--- src/jai_pkg.sv ---
// package: constants, encodings and carrier types for the jump and increment execution block
package jai_pkg;
	localparam int JAI_PC_W = 21;
	localparam int JAI_ADDR_W = 12;
	localparam int JAI_BANK_W = 4;
	localparam logic [5:0] JAI_OP_ADD_ONE = 6'h0A;
	localparam logic [5:0] JAI_OP_SKIP_EMPTY = 6'h0F;
	localparam logic [5:0] JAI_OP_SKIP_UNLESS = 6'h12;
	localparam logic [7:0] JAI_OP_FAR_JUMP = 8'hEF;
	localparam int JAI_D_BIT = 9;
	localparam int JAI_A_BIT = 8;
	localparam logic [7:0] JAI_ACCESS_SPLIT = 8'h80;
	localparam logic [7:0] JAI_INDEX_LIMIT = 8'h5F;
	localparam logic [3:0] JAI_SFR_PAGE = 4'hF;
	localparam logic [3:0] JAI_LOW_PAGE = 4'h0;
	localparam logic [1:0] JAI_PH_Q1 = 2'h0;
	localparam logic [1:0] JAI_PH_Q2 = 2'h1;
	localparam logic [1:0] JAI_PH_Q3 = 2'h2;
	localparam logic [1:0] JAI_PH_Q4 = 2'h3;
	localparam logic [7:0] JAI_BYTE_ZERO = 8'h00;

	typedef enum logic [1:0] {
		ST_EXEC = 2'b00,
		ST_FJ_NOP = 2'b01,
		ST_SKIP = 2'b11,
		ST_SKIP2 = 2'b10
	} jai_state_t;

	typedef enum logic [2:0] {
		OP_NONE = 3'h0,
		OP_FAR_JUMP = 3'h1,
		OP_ADD_ONE = 3'h2,
		OP_SKIP_EMPTY = 3'h3,
		OP_SKIP_UNLESS = 3'h4
	} jai_op_t;

	typedef struct packed {
		logic arith_wrap_bit;
		logic n;
		logic z;
		logic nibble_spill_bit;
		logic c;
	} jai_flags_t;

	typedef struct packed {
		logic we;
		logic [JAI_ADDR_W-1:0] addr;
		logic [7:0] data;
	} jai_wr_t;
endpackage

--- src/jai_incr.sv ---
// adder that adds one to a byte and derives the arithmetic flags
module jai_incr import jai_pkg::*; (
	input wire logic [7:0] val_i,
	output logic [7:0] sum_o,
	output jai_flags_t flags_o
);
	logic [8:0] wide;
	logic [4:0] low;

	always_comb begin
		wide = {1'b0, val_i} + 9'h001;
		low = {1'b0, val_i[3:0]} + 5'h01;
		sum_o = wide[7:0];
		flags_o.c = wide[8]; // see RQ4
		flags_o.nibble_spill_bit = low[4]; // see RQ4
		flags_o.n = wide[7]; // see RQ4
		flags_o.z = (wide[7:0] == JAI_BYTE_ZERO); // see RQ4
		flags_o.arith_wrap_bit = ~val_i[7] & wide[7]; // see RQ4
	end
endmodule // jai_incr

--- src/jai_exec.sv ---
// execution logic for far jump and the three add-one instructions
// What this block does
// RQ1: far jump loads literal into pc 20:1
// RQ2: literal low byte word one, high word two
// RQ3: far jump takes two cycles, second idle
// RQ4: add one updates carry, nibble, sign, wrap, zero
// RQ5: add one opcode is upper bits 001010
// RQ6: destination bit zero writes accumulator, else file
// RQ7: bank bit zero access bank, else pointer
// RQ8: extended set, access bank, low addresses indexed
// RQ9: add one: decode, read, compute, write
// RQ10: skip variants write result, skip on zero/nonzero
// RQ11: skip replaces fetched word by idle cycles
module jai_exec import jai_pkg::*; (
	input wire logic REF_CLK_I,
	input wire logic RST_I,
	input wire logic CE_I,
	input wire logic [15:0] INSTR_I,
	input wire logic EXT_SET_EN_I,
	input wire logic [JAI_BANK_W-1:0] BANK_POINTER_I,
	input wire logic [JAI_ADDR_W-1:0] INDEX_BASE_I,
	input wire logic [7:0] RF_RDATA_I,
	output logic [1:0] PHASE_O,
	output logic RF_RE_O,
	output logic [JAI_ADDR_W-1:0] RF_RADDR_O,
	output jai_wr_t RF_WR_O,
	output logic ACC_WE_O,
	output logic [7:0] ACC_WDATA_O,
	output logic PC_WE_O,
	output logic [JAI_PC_W-1:0] PC_WDATA_O,
	output jai_flags_t FLAGS_O,
	output logic NOP_CYCLE_O,
	output logic UNSUPPORTED_O
);
	function automatic jai_op_t decode_op(input logic [15:0] w);
		jai_op_t r;
		r = OP_NONE;
		if (w[15:8] == JAI_OP_FAR_JUMP) begin
			r = OP_FAR_JUMP;
		end else if (w[15:10] == JAI_OP_ADD_ONE) begin
			r = OP_ADD_ONE; // see RQ5
		end else if (w[15:10] == JAI_OP_SKIP_EMPTY) begin
			r = OP_SKIP_EMPTY;
		end else if (w[15:10] == JAI_OP_SKIP_UNLESS) begin
			r = OP_SKIP_UNLESS;
		end
		return r;
	endfunction

	function automatic logic [JAI_ADDR_W-1:0] file_addr(
		input logic [15:0] w,
		input logic ext,
		input logic [JAI_BANK_W-1:0] bank,
		input logic [JAI_ADDR_W-1:0] base
	);
		logic [JAI_ADDR_W-1:0] r;
		r = {bank, w[7:0]}; // see RQ7
		if (!w[JAI_A_BIT]) begin
			if (ext && (w[7:0] <= JAI_INDEX_LIMIT)) begin
				r = base + {4'h0, w[7:0]}; // see RQ8
			end else if (w[7:0] < JAI_ACCESS_SPLIT) begin
				r = {JAI_LOW_PAGE, w[7:0]}; // see RQ7
			end else begin
				r = {JAI_SFR_PAGE, w[7:0]}; // see RQ7
			end
		end
		return r;
	endfunction

	function automatic logic is_incr(input jai_op_t op);
		return (op == OP_ADD_ONE) || (op == OP_SKIP_EMPTY) || (op == OP_SKIP_UNLESS);
	endfunction

	logic [1:0] phase_reg, phase_next;
	jai_state_t state_reg, state_next;
	jai_op_t op_reg, op_next;
	logic [15:0] instr_reg, instr_next;
	logic [7:0] data_reg, data_next;
	logic rf_re_reg, rf_re_next;
	logic [JAI_ADDR_W-1:0] rf_raddr_reg, rf_raddr_next;
	jai_wr_t rf_wr_reg, rf_wr_next;
	logic acc_we_reg, acc_we_next;
	logic [7:0] acc_wdata_reg, acc_wdata_next;
	logic pc_we_reg, pc_we_next;
	logic [JAI_PC_W-1:0] pc_wdata_reg, pc_wdata_next;
	jai_flags_t flags_reg, flags_next;
	logic nop_reg, nop_next;
	logic unsup_reg, unsup_next;
	logic [7:0] sum;
	jai_flags_t inc_flags;
	jai_op_t fetched_op;

	jai_incr u_incr (
		.val_i(data_reg),
		.sum_o(sum),
		.flags_o(inc_flags)
	);

	assign fetched_op = decode_op(INSTR_I);

	always_comb begin
		phase_next = phase_reg + 2'h1;
		state_next = state_reg;
		op_next = op_reg;
		instr_next = instr_reg;
		data_next = data_reg;
		rf_re_next = 1'b0;
		rf_raddr_next = rf_raddr_reg;
		rf_wr_next = rf_wr_reg;
		rf_wr_next.we = 1'b0;
		acc_we_next = 1'b0;
		acc_wdata_next = acc_wdata_reg;
		pc_we_next = 1'b0;
		pc_wdata_next = pc_wdata_reg;
		flags_next = flags_reg;
		nop_next = nop_reg;
		unsup_next = unsup_reg;
		case (phase_reg)
			JAI_PH_Q1: begin
				case (state_reg)
					ST_EXEC: begin
						instr_next = INSTR_I;
						op_next = fetched_op;
						nop_next = 1'b0;
						unsup_next = (fetched_op == OP_NONE);
						if (is_incr(fetched_op)) begin
							rf_raddr_next = file_addr(INSTR_I, EXT_SET_EN_I, BANK_POINTER_I,
								INDEX_BASE_I); // see RQ9
							rf_re_next = 1'b1; // see RQ9
						end
					end
					ST_FJ_NOP: begin
						op_next = OP_NONE; // see RQ3
						nop_next = 1'b1;
						unsup_next = 1'b0;
						state_next = ST_EXEC;
					end
					ST_SKIP: begin
						op_next = OP_NONE; // see RQ11
						nop_next = 1'b1;
						unsup_next = 1'b0;
						state_next = (fetched_op == OP_FAR_JUMP) ? ST_SKIP2 : ST_EXEC; // see RQ11
					end
					ST_SKIP2: begin
						op_next = OP_NONE; // see RQ11
						nop_next = 1'b1;
						unsup_next = 1'b0;
						state_next = ST_EXEC;
					end
					default: begin
						state_next = ST_EXEC;
					end
				endcase
			end
			JAI_PH_Q2: begin
				if (is_incr(op_reg)) begin
					data_next = RF_RDATA_I; // see RQ9
				end
			end
			JAI_PH_Q3: begin
				case (op_reg)
					OP_FAR_JUMP: begin
						pc_we_next = 1'b1; // see RQ3
						pc_wdata_next = {INSTR_I[11:0], instr_reg[7:0], 1'b0}; // see RQ1, see RQ2
						state_next = ST_FJ_NOP; // see RQ3
					end
					OP_ADD_ONE, OP_SKIP_EMPTY, OP_SKIP_UNLESS: begin
						if (instr_reg[JAI_D_BIT]) begin
							rf_wr_next.we = 1'b1; // see RQ6
							rf_wr_next.addr = rf_raddr_reg;
							rf_wr_next.data = sum;
						end else begin
							acc_we_next = 1'b1; // see RQ6
							acc_wdata_next = sum;
						end
						if (op_reg == OP_ADD_ONE) begin
							flags_next = inc_flags; // see RQ4
						end
						if ((op_reg == OP_SKIP_EMPTY) && (sum == JAI_BYTE_ZERO)) begin
							state_next = ST_SKIP; // see RQ10
						end
						if ((op_reg == OP_SKIP_UNLESS) && (sum != JAI_BYTE_ZERO)) begin
							state_next = ST_SKIP; // see RQ10
						end
					end
					default: begin
						state_next = state_reg;
					end
				endcase
			end
			default: begin
				phase_next = JAI_PH_Q1;
			end
		endcase
	end

	always_ff @(posedge REF_CLK_I) begin
		if (RST_I) begin
			phase_reg <= JAI_PH_Q1;
			state_reg <= ST_EXEC;
			op_reg <= OP_NONE;
			instr_reg <= 16'h0000;
			data_reg <= 8'h00;
			rf_re_reg <= 1'b0;
			rf_raddr_reg <= 12'h000;
			rf_wr_reg <= '0;
			acc_we_reg <= 1'b0;
			acc_wdata_reg <= 8'h00;
			pc_we_reg <= 1'b0;
			pc_wdata_reg <= 21'h000000;
			flags_reg <= '0;
			nop_reg <= 1'b0;
			unsup_reg <= 1'b0;
		end else if (CE_I) begin
			phase_reg <= phase_next;
			state_reg <= state_next;
			op_reg <= op_next;
			instr_reg <= instr_next;
			data_reg <= data_next;
			rf_re_reg <= rf_re_next;
			rf_raddr_reg <= rf_raddr_next;
			rf_wr_reg <= rf_wr_next;
			acc_we_reg <= acc_we_next;
			acc_wdata_reg <= acc_wdata_next;
			pc_we_reg <= pc_we_next;
			pc_wdata_reg <= pc_wdata_next;
			flags_reg <= flags_next;
			nop_reg <= nop_next;
			unsup_reg <= unsup_next;
		end
	end

	assign PHASE_O = phase_reg;
	assign RF_RE_O = rf_re_reg;
	assign RF_RADDR_O = rf_raddr_reg;
	assign RF_WR_O = rf_wr_reg;
	assign ACC_WE_O = acc_we_reg;
	assign ACC_WDATA_O = acc_wdata_reg;
	assign PC_WE_O = pc_we_reg;
	assign PC_WDATA_O = pc_wdata_reg;
	assign FLAGS_O = flags_reg;
	assign NOP_CYCLE_O = nop_reg;
	assign UNSUPPORTED_O = unsup_reg;
endmodule // jai_exec

--- config.mk ---
export PLATFORM = sky130hd
export DESIGN_NAME = jai_exec
export DESIGN_NICKNAME = d
export VERILOG_FILES = /design/src/jai_pkg.sv /design/src/jai_incr.sv /design/src/jai_exec.sv
export SDC_FILE = /design/constraint.sdc
export NUM_CORES = 1
export LEC_CHECK = 0
export BUFFER_PORTS_ARGS = -buffer_cell sky130_fd_sc_hd__buf_2
export CORE_UTILIZATION = 55
export CTS_BUF_LIST = sky130_fd_sc_hd__clkbuf_16
export DETAILED_ROUTE_END_ITERATION = 6
export PLACE_DENSITY_LB_ADDON = 0.05
export SYNTH_ARGS = -nofsm -noshare
export SYNTH_HDL_FRONTEND = slang
export SYNTH_SLANG_ARGS = --single-unit
--- constraint.sdc ---
create_clock -name REF_CLK_I -period 4.7 [get_ports REF_CLK_I]
set_input_delay 0.47 -clock REF_CLK_I [delete_from_list [all_inputs] [get_ports REF_CLK_I]]
set_output_delay 0.47 -clock REF_CLK_I [all_outputs]
set_load 0.02 [all_outputs]
==> flow_summary.ini <==
[setup_path]
arrival_ns = 2.67
r2r_cells = 7
path_max_fanout = 7
crit_type = flip-flop to flip-flop
r2r_slack_ns = 2.26
regToRegEndpoint = state_reg[1]$_SDFFE_PP0P_
required_ns = 4.93
end_kind = flip-flop
regToRegStartpoint = data_reg[2]$_SDFFE_PP0P_
worstSetupStartpointType = flip-flop

[synthesis]
avgSynthCellArea_sq_um = 8.332
yosysTopAreaCell = dfxtp_1
ys_ff_latch = 95
yosysSeqAreaShare = 0.4180
syn-num-nets = 609
syn_inst = 546
synth.distinct_cells = 64
synth_area_sq_mm = 0.004549
yosys_most_used_dff = dfxtp_1
async_flop_share = 0
ys_warn_count = 0
synth-edff-count = 0
synth.top_cell.area_share = 0.4180
synth_area_leaders = dfxtp_1 42%, nand2_1 8.9%, a21oi_1 6.3%

[outcome]
outcome = finished clean

[min_path]
whs_endpoint = data_reg[6]$_SDFFE_PP0P_
min_path_type = primary input to flip-flop
worstHoldStart = RF_RDATA_I[6]
min_path_cells = 3

[grt]
grt_remaining_overflow = 0
grt_max_degree = 54
grt_pass1_vias = 3933
track_usage = 0.2831
antenna_found_initial = 0
grt_pass1_wl_mm = 19.24

[clock_tree]
cts_tree = built
clk_path_buf_depth = 2
root_buffer = clkbuf_16
post_cts_resized = 0
cts_hold_buf = 0
cts.htree.levels = 3
cts_buffers = 9
post_cts_buffers = 0
cts.sinks = 95
clkTransAtPathRegs_ns = 0.07
clkLatencyLatePin_ns = 0.34

[drt]
wl_met2_mm = 5.848
wl_mm = 11.64
m1WireLength_mm = 5.147
drt.antenna.violating_nets = 0
routedWlPerCell_um = 15.54
wl_met3_um = 458
vias = 4219
drt_iter0_drc = 178
firstDrtPassIters = 5
top_layer = met4
viasPerCell = 5.633
drc = 0

[die]
rows = 32
die_y_um = 92.95
die_x_um = 92.95
die_area_sq_mm = 0.008640
initial_core_util = 0.5797
io-pin-count = 118
core_area_sq_mm = 0.007848

[pwr]
p_leak_nw = 2.256
switchingPower_mw = 0.4628
p_sw_frac = 0.2691
power_frac_comb = 0.103
internal-power_mw = 1.257
seq_power_share = 0.480
vdd_drop_max_v = 0.0002221
power_density_mw_per_mm2 = 317.0
clkPwrFrac = 0.417

[final_layout]
fillCellCount = 695
mostFrequentLayoutCell = buf_2
n_antenna_cell = 0
nNetsFinal = 705
drive_gt1_frac = 0.2318
area_delta_synth_final_pct = 19.22
largest_register_ffs = 21
final_cell_mix = 116 x buf_2, 108 x nand2_1, 95 x dfxtp_1
fin_cells = 749
design_area_sq_mm = 0.005424

[sta]
hold_slack_ns = 0.3748
fmax_mhz = 410.0
setup_tns_ns = 0
tightest_slew_ns = 1.071
worst_clock_skew_ns = 0.01206
fin_crit_sh = 0.5189
finalSetupViolations = 0
final.min_clock_period_ns = 2.439
hold_violations = 0
rsz0062_at_grt = no
slew_headroom = 0.2857
slew_violations = 0

[placement]
globalplace.congestion = 0.9132
place_area_sq_mm = 0.005125
dp.cells = 733
io_buffers = 116
dp_hpwl_mm = 8.389

[job]
maxCapViolations = 0
worst max-delay path, stage by stage, from the launching register on:
cell	delay [ns]
dfxtp_1	0.39
and4_4	0.23
and4_2	0.22
ha_1	0.36
nand2_1	0.12
a2111oi_4	0.38
mux2_1	0.37
a32o_2	0.26
layer usage:
| layer | global-route usage | up-vias |
|---|---|---|
| met5 | 0 | - |
| met4 | 0.08718 | 0 |
| met3 | 0.04680 | 15 |
| met2 | 0.4951 | 118 |
| met1 | 0.3539 | 1977 |
| li1 | - | 2109 |
how the worst max path moves through the flow:
stage,cells after the start,startpoint,slack (ns),end
2_1_floorplan,7,INSTR_I[0],2.37,RF_RADDR_O[8]$_SDFFE_PP0P_
3_3_place_gp,8,INSTR_I[0],2.03,RF_RADDR_O[8]$_SDFFE_PP0P_
3_5_place_dp,8,INSTR_I[0],1.95,RF_RADDR_O[8]$_SDFFE_PP0P_
4_1_cts,7,data_reg[2]$_SDFFE_PP0P_,2.24,state_reg[1]$_SDFFE_PP0P_
5_1_grt,5,op_reg[2]$_SDFFE_PP0P_,2.00,RF_WR_O[2]$_SDFFE_PP0P_
6_report,7,data_reg[2]$_SDFFE_PP0P_,2.26,state_reg[1]$_SDFFE_PP0P_
cell usage after synthesis, types with 3 or more instances:
library cell and n:
nand2_1 108, dfxtp_1 95, a21oi_1 57, nor2_1 52
clkbuf_1 20, a211oi_1 19, ha_1 18, mux2i_1 17
o21ai_0 14, inv_1 10, nand3_1 9, xnor2_1 8
xor2_1 8, and3_1 7, nor3_1 7, buf_2 6
nand4_1 6, a31oi_1 5, o211ai_1 5, a21o_1 4
nand2b_1 4, nor4_1 4, a21boi_0 3, a311oi_1 3
buf_1 3, nand3b_1 3, o2111ai_1 3, or2_2 3
cell families (layout without fill, tap and decap cells):
kind of cell	count (synthesis)	after routing	share of synthesized area
AND/OR/NAND/NOR	221	221	0.2211
buffers and inverters	43	144	0.04070
other	1	1	0.0008243
XOR/XNOR	16	16	0.03080
flip-flops	95	95	0.4180
adder cells (fa/ha/maj)	19	19	0.05391
AO/OA/AOI/OAI	133	133	0.1947
multiplexers	18	18	0.03988
metrics by stage:
stage | utilization | worst slack, ns | power, mW
2_1_floorplan | - | 2.369 | 0.9589
3_5_place_dp | 0.6531 | 1.955 | 1.018
4_1_cts | 0.6912 | 2.241 | 1.728
5_1_grt | 0.6912 | 2.000 | 1.783
3_3_place_gp | 0.6531 | 2.028 | 1.015
6_report | 0.6912 | 2.261 | 1.720
power by group through the flow:
stage | Clock, mW | Combinational [mW] | Sequential (mW)
CTS | 0.727 | 0.176 | 0.825
floorplan | 0 | 0.111 | 0.848
global placement | 0 | 0.172 | 0.843
detailed placement | 0 | 0.174 | 0.844
global route | 0.758 | 0.197 | 0.827
finish | 0.717 | 0.177 | 0.825
layout make-up:
type	instances	area (sq um)	area share
Multi-Input combinational cell	408	2462	0.4540
Sequential cell	95	1902	0.3506
Timing Repair Buffer	118	595.6	0.1098
Clock buffer	9	225.2	0.04152
Tap cell	102	127.6	0.02353
Clock inverter	7	73.82	0.01361
Inverter	10	37.54	0.006920
No activity file was read; power rests on OpenSTA's default activity.
